$ cat config.mk
export PLATFORM = sky130hd
export DESIGN_NAME = mic_motion_interrupt_controller
export DESIGN_NICKNAME = d
export VERILOG_FILES = /design/src/mic_motion_interrupt_controller.v
export VERILOG_INCLUDE_DIRS = /design/src
export SDC_FILE = /design/constraint.sdc
export NUM_CORES = 1
export LEC_CHECK = 0
export ABC_AREA = 1
export BUFFER_PORTS_ARGS = -buffer_cell sky130_fd_sc_hd__buf_2
export CORE_ASPECT_RATIO = 0.8
export CORE_MARGIN = 4
export CORE_UTILIZATION = 45
export CTS_BUF_LIST = sky130_fd_sc_hd__clkbuf_8
export DETAILED_ROUTE_END_ITERATION = 10
export PLACE_DENSITY_LB_ADDON = 0.15
export SKIP_LAST_GASP = 1
export SYNTH_ARGS = -nofsm -noshare
export SYNTH_HDL_FRONTEND = slang
export SYNTH_SLANG_ARGS = --single-unit
$ cat constraint.sdc
create_clock -name clk -period 9.1 [get_ports clk]
set_input_delay 1.82 -clock clk [delete_from_list [all_inputs] [get_ports clk]]
set_output_delay 1.82 -clock clk [all_outputs]
set_load 0.01 [all_outputs]
$ cat src/mic_defs.vh
/*
 * Register offsets, field positions, reset values and timing counts
 * for the motion interrupt controller.
 * Assumes a 200 MHz core clock and a byte-wide register port.
 */
`ifndef MIC_DEFS_VH
`define MIC_DEFS_VH

// ****************************************
// Register offsets
// ****************************************
`define MIC_OFS_SLOPE_CFG 7'h09
`define MIC_OFS_INT_STATUS 7'h0C
`define MIC_OFS_AXIS_EN 7'h0D
`define MIC_OFS_LATCH_CFG 7'h0E

// ****************************************
// Field positions and reset values
// ****************************************
`define MIC_SLOPE_FILT_BIT 6
`define MIC_MOTION_THR_HI 5
`define MIC_MOTION_THR_LO 2
`define MIC_PTS_HI 1
`define MIC_PTS_LO 0
`define MIC_SLOPE_CFG_RST 8'h45
`define MIC_AXIS_EN_X 5
`define MIC_AXIS_EN_Y 4
`define MIC_AXIS_EN_Z 3
`define MIC_AXIS_EN_RST 8'h00
`define MIC_ST_SLOPE_BIT 0
`define MIC_ST_TAP_BIT 4
`define MIC_LATCH_RST_BIT 7
`define MIC_LAT_NONE 3'h0
`define MIC_LAT_PERM 3'h7

// ****************************************
// Timing
// ****************************************
`define MIC_CLK_MHZ 200
`define MIC_LAT_BASE_MS 250
`define MIC_LAT_BASE_CYC (`MIC_LAT_BASE_MS * 1000 * `MIC_CLK_MHZ)

`endif

$ cat src/mic_motion_interrupt_controller.v
/*
 * Motion interrupt controller: any-motion slope engine, latch timer,
 * interrupt status and the power manager's awake/sleep handshake.
 * Assumes samples arrive with a one-cycle strobe from the sensor data path
 * in this clock domain, and a simple byte register port from the serial
 * interface logic in the same domain. Pins wakeMode and lowPowerMode are
 * pad straps and pass two flip-flops.
 */
// Functional notes
// - Interrupt output goes high while any configured condition holds.
// - Status registers hold fired interrupt type and triggering axes.
// - Latched mode keeps output high until host clears it.
// - Unlatched mode drops output as soon as condition ends.
// - Latch field: 000 unlatched, 111 permanent, others 0.25s to 8s.
// - Low-power mode wakes, evaluates, sleeps unless interrupt is present.
// - Normal mode keeps controller enabled and processing every sample.
// - Power manager enables controller after wake; sleeps when all engines idle.
// - Slope is difference of two successive samples.
// - Any-motion fires after duration points above threshold on enabled axis.
// - Any-motion clears after duration points all below, unless latched.
// - First-axis flags and sign flag report any-motion cause.
// - Engine runs when any axis enable set; stops when all clear.
// - Wake-up mode evaluates all three axes regardless of enables.
// - Axis enables x,y,z at bits 5,4,3, reset zero.
// - Threshold bits 5..2, one data LSB per step, reset 0001.
// - Duration bits 1..0 give 1..4 points, reset 01.
// - Filter select bit 6: 0 unfiltered, 1 filtered, reset 1.
// - Slope status at status bit 0, reset zero.
// - Sign flag zero positive, one negative, reset zero.
// - Tap axis flags and direction stored in readable registers; here they only drive the knockOrigin and knockDirection outputs.
`timescale 1ns/1ps
`include "mic_defs.vh"

module mic_motion_interrupt_controller #(
  parameter LAT_BASE_CYC = `MIC_LAT_BASE_CYC
) (
  // Clock and reset
  input wire clk,
  input wire rst_b,
  // Sample stream, two's complement 6-bit per axis
  input wire sampleValid,
  input wire [5:0] accFiltX,
  input wire [5:0] accFiltY,
  input wire [5:0] accFiltZ,
  input wire [5:0] accRawX,
  input wire [5:0] accRawY,
  input wire [5:0] accRawZ,
  // Tap engine results (engine lives elsewhere)
  input wire tapEvent,
  input wire [2:0] tapAxis,
  input wire tapSign,
  // Mode pins
  input wire lowPowerMode,
  input wire wakeMode,
  // Power manager handshake
  input wire awakeDone,
  // Register port
  input wire regWrite,
  input wire regRead,
  input wire [6:0] regAddr,
  input wire [7:0] regWdata,
  // Outputs
  output reg [7:0] regRdata,
  output reg intOut,
  output reg ctrlEnable,
  output reg sleepReq,
  output reg [2:0] knockOrigin,
  output reg knockDirection
);

  // ****************************************
  // Helpers
  // ****************************************
  // Magnitude of a signed 7-bit slope
  function [6:0] micAbs;
    input [6:0] v;
    begin
      micAbs = v[6] ? (7'h00 - v) : v;
    end
  endfunction

  // Latch time in base periods for codes 001..110
  function [5:0] micLatMult;
    input [2:0] code;
    begin
      micLatMult = 6'h01 << (code - 3'h1);
    end
  endfunction

  // ****************************************
  // Registers and synchronisers
  // ****************************************
  reg [7:0] slopeCfg_q;
  reg [7:0] axisEn_q;
  reg [2:0] latCode_q;
  reg ctrlRstPulse_q;
  reg [1:0] lpSync_q;
  reg [1:0] wkSync_q;
  reg [5:0] prevX_q, prevY_q, prevZ_q;
  reg havePrev_q;
  reg [2:0] aboveCnt_q, belowCnt_q;
  reg slopeCond_q;
  reg slopeSt_q;
  reg [2:0] slopeFirst_q;
  reg slopeSign_q;
  reg tapSt_q;
  reg latched_q;
  reg [31:0] latCnt_q;
  reg [5:0] latUnits_q;

  wire lowPower = lpSync_q[1];
  wire wakeAll = wkSync_q[1];

  // Pad straps pass two flops before use
  always @(posedge clk or negedge rst_b) begin
    if (!rst_b) begin
      lpSync_q <= 2'h0;
      wkSync_q <= 2'h0;
    end else begin
      lpSync_q <= {lpSync_q[0], lowPowerMode};
      wkSync_q <= {wkSync_q[0], wakeMode};
    end
  end

  // ****************************************
  // Slope engine
  // ****************************************
  wire [2:0] axisEnEff = wakeAll ? 3'h7 : {axisEn_q[`MIC_AXIS_EN_X],
    axisEn_q[`MIC_AXIS_EN_Y], axisEn_q[`MIC_AXIS_EN_Z]};
  wire useFilt = slopeCfg_q[`MIC_SLOPE_FILT_BIT];
  wire [5:0] curX = useFilt ? accFiltX : accRawX;
  wire [5:0] curY = useFilt ? accFiltY : accRawY;
  wire [5:0] curZ = useFilt ? accFiltZ : accRawZ;
  // Sign-extended difference of successive samples
  wire [6:0] dX = {curX[5], curX} - {prevX_q[5], prevX_q};
  wire [6:0] dY = {curY[5], curY} - {prevY_q[5], prevY_q};
  wire [6:0] dZ = {curZ[5], curZ} - {prevZ_q[5], prevZ_q};
  wire [6:0] thr = {3'h0, slopeCfg_q[`MIC_MOTION_THR_HI:`MIC_MOTION_THR_LO]};
  wire [2:0] need = {1'b0, slopeCfg_q[`MIC_PTS_HI:`MIC_PTS_LO]} + 3'h1;
  wire [2:0] over = {micAbs(dX) > thr, micAbs(dY) > thr, micAbs(dZ) > thr} & axisEnEff;
  wire engineOn = (axisEnEff != 3'h0) && ctrlEnable;
  wire evalNow = sampleValid && engineOn && havePrev_q;
  wire anyOver = over != 3'h0;
  wire slopeFire = evalNow && anyOver && !slopeCond_q && (aboveCnt_q + 3'h1 >= need);
  wire slopeDrop = evalNow && !anyOver && slopeCond_q && (belowCnt_q + 3'h1 >= need);
  // Sign of the first triggering axis, taken in x, y, z priority
  wire trigSign = over[2] ? dX[6] : (over[1] ? dY[6] : dZ[6]);

  // Sample history and consecutive point counters; controller reset restarts them
  always @(posedge clk or negedge rst_b) begin
    if (!rst_b) begin
      prevX_q <= 6'h00;
      prevY_q <= 6'h00;
      prevZ_q <= 6'h00;
      havePrev_q <= 1'b0;
      aboveCnt_q <= 3'h0;
      belowCnt_q <= 3'h0;
      slopeCond_q <= 1'b0;
    end else if (ctrlRstPulse_q || !engineOn) begin
      havePrev_q <= 1'b0;
      aboveCnt_q <= 3'h0;
      belowCnt_q <= 3'h0;
      slopeCond_q <= 1'b0;
    end else if (sampleValid) begin
      prevX_q <= curX;
      prevY_q <= curY;
      prevZ_q <= curZ;
      havePrev_q <= 1'b1;
      if (havePrev_q) begin
        // Counters saturate so a long run never wraps back below need
        aboveCnt_q <= anyOver ? (aboveCnt_q == 3'h4 ? 3'h4 : aboveCnt_q + 3'h1) : 3'h0;
        belowCnt_q <= anyOver ? 3'h0 : (belowCnt_q == 3'h4 ? 3'h4 : belowCnt_q + 3'h1);
        if (slopeFire) begin
          slopeCond_q <= 1'b1;
        end else if (slopeDrop) begin
          slopeCond_q <= 1'b0;
        end
      end
    end
  end

  // ****************************************
  // Status, cause flags and latch
  // ****************************************
  wire anyCond = slopeCond_q;
  wire latchTimed = (latCode_q != `MIC_LAT_NONE) && (latCode_q != `MIC_LAT_PERM);
  wire latchAny = latCode_q != `MIC_LAT_NONE;
  wire statusRead = regRead && (regAddr == `MIC_OFS_INT_STATUS);
  wire latTimeout = latchTimed && latched_q && (latCnt_q == LAT_BASE_CYC - 1)
    && (latUnits_q == micLatMult(latCode_q) - 6'h01);

  // Status and sticky cause; a new event wins over a clear: tap status on a status read, slope status on a controller reset
  always @(posedge clk or negedge rst_b) begin
    if (!rst_b) begin
      slopeSt_q <= 1'b0;
      slopeFirst_q <= 3'h0;
      slopeSign_q <= 1'b0;
      tapSt_q <= 1'b0;
      knockOrigin <= 3'h0;
      knockDirection <= 1'b0;
    end else begin
      if (slopeFire) begin
        slopeSt_q <= 1'b1;
        slopeFirst_q <= over;
        slopeSign_q <= trigSign;
      end else if (ctrlRstPulse_q || (!latchAny && slopeDrop)) begin
        slopeSt_q <= 1'b0;
      end
      if (tapEvent) begin
        tapSt_q <= 1'b1;
        knockOrigin <= tapAxis;
        knockDirection <= tapSign;
      end else if (ctrlRstPulse_q || statusRead) begin
        tapSt_q <= 1'b0;
      end
    end
  end

  // Output latch and timer; a fresh assertion restarts the timer
  always @(posedge clk or negedge rst_b) begin
    if (!rst_b) begin
      latched_q <= 1'b0;
      latCnt_q <= 32'h00000000;
      latUnits_q <= 6'h00;
      intOut <= 1'b0;
    end else begin
      if (slopeFire || tapEvent) begin
        latched_q <= latchAny;
        latCnt_q <= 32'h00000000;
        latUnits_q <= 6'h00;
      end else if (ctrlRstPulse_q || latTimeout) begin
        latched_q <= 1'b0;
      end else if (latched_q && latchTimed) begin
        if (latCnt_q == LAT_BASE_CYC - 1) begin
          latCnt_q <= 32'h00000000;
          latUnits_q <= latUnits_q + 6'h01;
        end else begin
          latCnt_q <= latCnt_q + 32'h00000001;
        end
      end
      // Unlatched mode follows the live condition
      intOut <= anyCond || tapEvent || (latched_q && !latTimeout && !ctrlRstPulse_q);
    end
  end

  // ****************************************
  // Power manager handshake
  // ****************************************
  // Controller is always on in normal mode; in low power only once awake
  always @(posedge clk or negedge rst_b) begin
    if (!rst_b) begin
      ctrlEnable <= 1'b0;
      sleepReq <= 1'b0;
    end else begin
      ctrlEnable <= !lowPower || awakeDone;
      // Sleep once the engine has seen a sample, or is off, and nothing holds
      sleepReq <= lowPower && awakeDone && (havePrev_q || !engineOn)
        && !anyCond && !latched_q && !intOut;
    end
  end

  // ****************************************
  // Register port
  // ****************************************
  // Writes; the controller reset bit self-clears after one cycle
  always @(posedge clk or negedge rst_b) begin
    if (!rst_b) begin
      slopeCfg_q <= `MIC_SLOPE_CFG_RST;
      axisEn_q <= `MIC_AXIS_EN_RST;
      latCode_q <= `MIC_LAT_NONE;
      ctrlRstPulse_q <= 1'b0;
    end else begin
      ctrlRstPulse_q <= 1'b0;
      if (regWrite) begin
        if (regAddr == `MIC_OFS_SLOPE_CFG) begin
          slopeCfg_q <= {1'b0, regWdata[6:0]};
        end else if (regAddr == `MIC_OFS_AXIS_EN) begin
          axisEn_q <= regWdata;
        end else if (regAddr == `MIC_OFS_LATCH_CFG) begin
          latCode_q <= regWdata[2:0];
          ctrlRstPulse_q <= regWdata[`MIC_LATCH_RST_BIT];
        end
      end
    end
  end

  // Read data registered one cycle after the strobe
  always @(posedge clk or negedge rst_b) begin
    if (!rst_b) begin
      regRdata <= 8'h00;
    end else if (regRead) begin
      if (regAddr == `MIC_OFS_SLOPE_CFG) begin
        regRdata <= slopeCfg_q;
      end else if (regAddr == `MIC_OFS_INT_STATUS) begin
        regRdata <= {slopeSign_q, slopeFirst_q, tapSt_q, 2'h0, slopeSt_q};
      end else if (regAddr == `MIC_OFS_AXIS_EN) begin
        regRdata <= axisEn_q;
      end else if (regAddr == `MIC_OFS_LATCH_CFG) begin
        regRdata <= {5'h00, latCode_q};
      end else begin
        regRdata <= 8'h00;
      end
    end
  end

endmodule

==> run summary <==
• 19,400 sq um — Die Footprint
• 31.83 mm — global-route wire length before repair
• 0.01652 ns — clock skew
• 76 — pin count of the biggest net entering global routing
• 40.20% — switching portion of total power
• 39.3% — Seq pwr share
• 1,075 — number of instances in the synthesized netlist
• 0 — Congestion Overflow GR
• 0 — count of antenna diodes in the layout
• 4.336 nW — Leak
• 0 — final count of negative-setup-slack endpoints
• 5.119 — via density per instance
• 166.4 nW/um^2 — ratio of total power to cell area
• 23.1% — part of the total power dissipated in the clock network
• 19.48% — overall track demand over capacity in global routing
• sky130_fd_sc_hd__dfrtp_1, sky130_fd_sc_hd__nand2_1, sky130_fd_sc_hd__ha_1 — top area cells in the synthesized netlist
• 0 — post-cts repair resize count
• 1,254 — Post-layout nets
• 1.415 mW — Power Total
• 34.91% — worst max-slew margin expressed relative to the limit
• 0 — number of warnings issued by yosys
• 0.8460 mW — internal power
• 79 — I/O pin total
• reg -> reg — Tightest Hold Check Type
• sky130_fd_sc_hd__clkbuf_8 — Clock Tree Root
• input pin — Critical Path Start Type
• finished clean — result of the run
• 34.22% — portion of synthesized cell area occupied by the leading cell type
• 5.95 ns — critical path arrival
• 8287 sq um — Area after DPL
• 0 — count of hold buffers inserted by post-cts repair
• 6,982 — vias after detailed routing
• 0 ns — TNS Setup
• 9 — number of buffers inserted during clock tree synthesis
• 5.604 ns — time the worst path needs with I/O delays and setup
• 0 — post-CTS setup repair buffer count
• 47 — number of unique standard cell types used by synthesis
• sky130_fd_sc_hd__dfrtp_1 — biggest area consumer among synthesized cells
• 37.6% — combinational share of power
• 78 — I/O Buffers
• 61.59% — crit share post-route
• in -> reg — Setup CP Type
• 0 — number of hold-slack violations in the final timing report
• 0 — number of antenna violations at the first check in global routing
• 100.0% — share of flip-flops with an asynchronous set or reset after synthesis
• sky130_fd_sc_hd__dfrtp_1 — Primary FF master, synth
• built — TritonCTS clock tree
• 109 — post-synthesis register bit count
• 9.45 ns — WP data required
• 91.92 uV — largest voltage drop on the vdd net
• 49 — largest driver fanout on the critical path
• 46.38% — Initial Utilization
• 7.210 sq um — Avg Synthesized Cell Area
• register — Worst Setup End Kind
• 35.24% — sequential fraction of the synthesis area
• 0.41 ns — insertion delay to the later sink of the worst-skew pair
• 0.12 ns — clock slew seen by the registers of the worst setup and hold paths
• 1,190 — post-synth net total
• sky130_fd_sc_hd__nand2_1 — most numerous cell in the Yosys netlist
• 0 — number of max-cap violations
• 13.80 mm — Post-DP HPWL
• 6,563 — via count of the first global-routing pass
• 125.4 microns — vertical die dimension
• 13.39 microns — routed wire length per instance
• 16,710 sq um — placeable core region
• 18.26 mm — wirelength, routed
• no — RSZ-0062 raised after global routing
• 154.7 microns — horizontal die dimension
• 438 — drt first-iter violations
• 109 — clock sink count
• 0 — DRC Markers
• 0.9163 — global placement routability congestion
• 0 — number of synthesized flops with an enable pin
• 0 — antenna violation net count after detailed routing
• 0.1784 GHz — maximum achievable frequency
• 9.685% — Synth-to-Final Area Change
• sky130_fd_sc_hd__nand2_1, sky130_fd_sc_hd__inv_1, sky130_fd_sc_hd__dfrtp_1 — synth cell count leaders
• 0 — number of slew-limit violations in the final report
• 8502 sq um — fin area
• 0.5686 mW — sw power
• 2 — Clock Path Buffers
• 10.84% — proportion of layout cells with a drive suffix above 1
• 7751 sq um — post-synthesis cell area
• 50.88% — fin util
• 7 — Initial DRT Pass Iterations
• 42 — row cnt
• 3 — maximum level of the CTS H-tree
• 0.9763 ns — slew of the pin with the lowest slew margin
==> layer usage <==
layer	GRT usage (%)	wire, microns	vias to the layer above
li1	-	-	3630
met1	30.18	9776	3197
met2	28.08	7447	142
met3	3.972	865	13
met4	3.998	173	0
met5	0	0	-
==> metrics by stage <==
stage | cells | setup WS [ns] | hold WS, ns
after floorplan | 1075 | 4.258 | 0.3312
after global placement | 1348 | 3.199 | 0.3418
after detailed placement | 1348 | 3.051 | 0.3379
after CTS | 1364 | 3.493 | 0.3668
after global routing | 1364 | 3.086 | 0.3802
final | 1364 | 3.496 | 0.3649
==> flip-flops by register name, indices dropped and copies added (netlist names), 6 cells and up <==
signal	count
axisEn_q	8
latCnt_q	32
latUnits_q	6
prevX_q	6
prevY_q	6
prevZ_q	6
regRdata	8
slopeCfg_q	7
==> power by group through the flow <==
| stage | Clock [mW] | Combinational, mW | Sequential, mW |
|---|---|---|---|
| detailed placement | 0 | 0.530 | 0.566 |
| global route | 0.360 | 0.616 | 0.563 |
| floorplan | 0 | 0.413 | 0.556 |
| CTS | 0.340 | 0.534 | 0.557 |
| finish | 0.327 | 0.531 | 0.557 |
| global placement | 0 | 0.517 | 0.566 |
==> worst paths after layout <==
check                              start         endpoint  slack [ns]  cells past startpoint
hold / removal               lpSync_q[0]      lpSync_q[1]        0.36                      0
setup / recovery             accFiltX[0]     latCnt_q[16]        3.50                     27
min in group asynchronous          rst_b       prevX_q[2]        1.35                      1
hold reg to reg              lpSync_q[0]      lpSync_q[1]        0.36                      0
max in group asynchronous          rst_b  slopeFirst_q[0]        6.41                      2
setup reg to reg           slopeCfg_q[6]     latCnt_q[16]        3.85                     26
==> area by class of cell <==
cell class              instances  area [sq um]
inverters                     155         584.3
clock inverters                 7         91.34
repair buffers                 80         407.9
well taps                     220         275.3
multi-input cells             784          4288
clock buffers                   9         123.9
fillers                      1685          8209
flip-flops and latches        109          2731
==> kinds of logic (layout without fill, tap and decap cells) <==
kind of cell	Yosys count	in the layout	synth area share, %
mux	4	4	0.5166
flops	109	109	35.24
xor+xnor	45	45	5.085
fa+ha+maj	51	51	8.523
compound gates	115	115	8.717
buf+inv	182	251	9.475
simple gates	569	569	32.45
==> worst max-delay path: stages <==
cell                       delay, ns
sky130_fd_sc_hd__buf_2          0.09
sky130_fd_sc_hd__mux2i_1        0.18
sky130_fd_sc_hd__ha_1           0.17
sky130_fd_sc_hd__inv_1          0.06
sky130_fd_sc_hd__fa_1           0.40
sky130_fd_sc_hd__nand3_1        0.12
sky130_fd_sc_hd__nand3_1        0.07
sky130_fd_sc_hd__nand2_1        0.09
sky130_fd_sc_hd__nand2_2        0.06
sky130_fd_sc_hd__nand2_2        0.14
sky130_fd_sc_hd__nand2_1        0.08
sky130_fd_sc_hd__xor2_1         0.14
sky130_fd_sc_hd__inv_1          0.06
sky130_fd_sc_hd__ha_1           0.31
sky130_fd_sc_hd__a21oi_1        0.16
sky130_fd_sc_hd__a21boi_0       0.10
sky130_fd_sc_hd__o21ai_0        0.17
sky130_fd_sc_hd__nand2_1        0.09
sky130_fd_sc_hd__nor2_2         0.09
sky130_fd_sc_hd__nand3_2        0.08
sky130_fd_sc_hd__nand2_2        0.11
sky130_fd_sc_hd__nand3_4        0.10
sky130_fd_sc_hd__nand2_4        0.42
sky130_fd_sc_hd__nand2_4        0.20
sky130_fd_sc_hd__nor2_8         0.40
sky130_fd_sc_hd__nand2_1        0.11
sky130_fd_sc_hd__nand2_1        0.08
==> placed cells by master (no fill, tap or decap), types with 3 or more instances in the layout <==
cell and n:
sky130_fd_sc_hd__clkbuf_8 9, sky130_fd_sc_hd__ha_1 48, sky130_fd_sc_hd__nand3b_1 4, sky130_fd_sc_hd__a21boi_0 3
sky130_fd_sc_hd__xnor2_1 13, sky130_fd_sc_hd__inv_1 152, sky130_fd_sc_hd__or2_2 3, sky130_fd_sc_hd__nand2_1 324
sky130_fd_sc_hd__nand2_2 3, sky130_fd_sc_hd__xor2_1 32, sky130_fd_sc_hd__nand3_1 51, sky130_fd_sc_hd__nor4_1 12
sky130_fd_sc_hd__inv_8 3, sky130_fd_sc_hd__a21oi_1 21, sky130_fd_sc_hd__nor2_2 3, sky130_fd_sc_hd__o21ai_0 64
sky130_fd_sc_hd__fa_1 3, sky130_fd_sc_hd__mux2i_1 4, sky130_fd_sc_hd__dfrtp_1 106, sky130_fd_sc_hd__buf_4 3
sky130_fd_sc_hd__o2111ai_1 6, sky130_fd_sc_hd__nand4_1 51, sky130_fd_sc_hd__nor2_1 80, sky130_fd_sc_hd__nand3_2 3
sky130_fd_sc_hd__dfstp_2 3, sky130_fd_sc_hd__buf_2 77, sky130_fd_sc_hd__o31ai_1 3, sky130_fd_sc_hd__a221oi_1 6
sky130_fd_sc_hd__nor3_1 28
(Power assumes the default switching activity.)
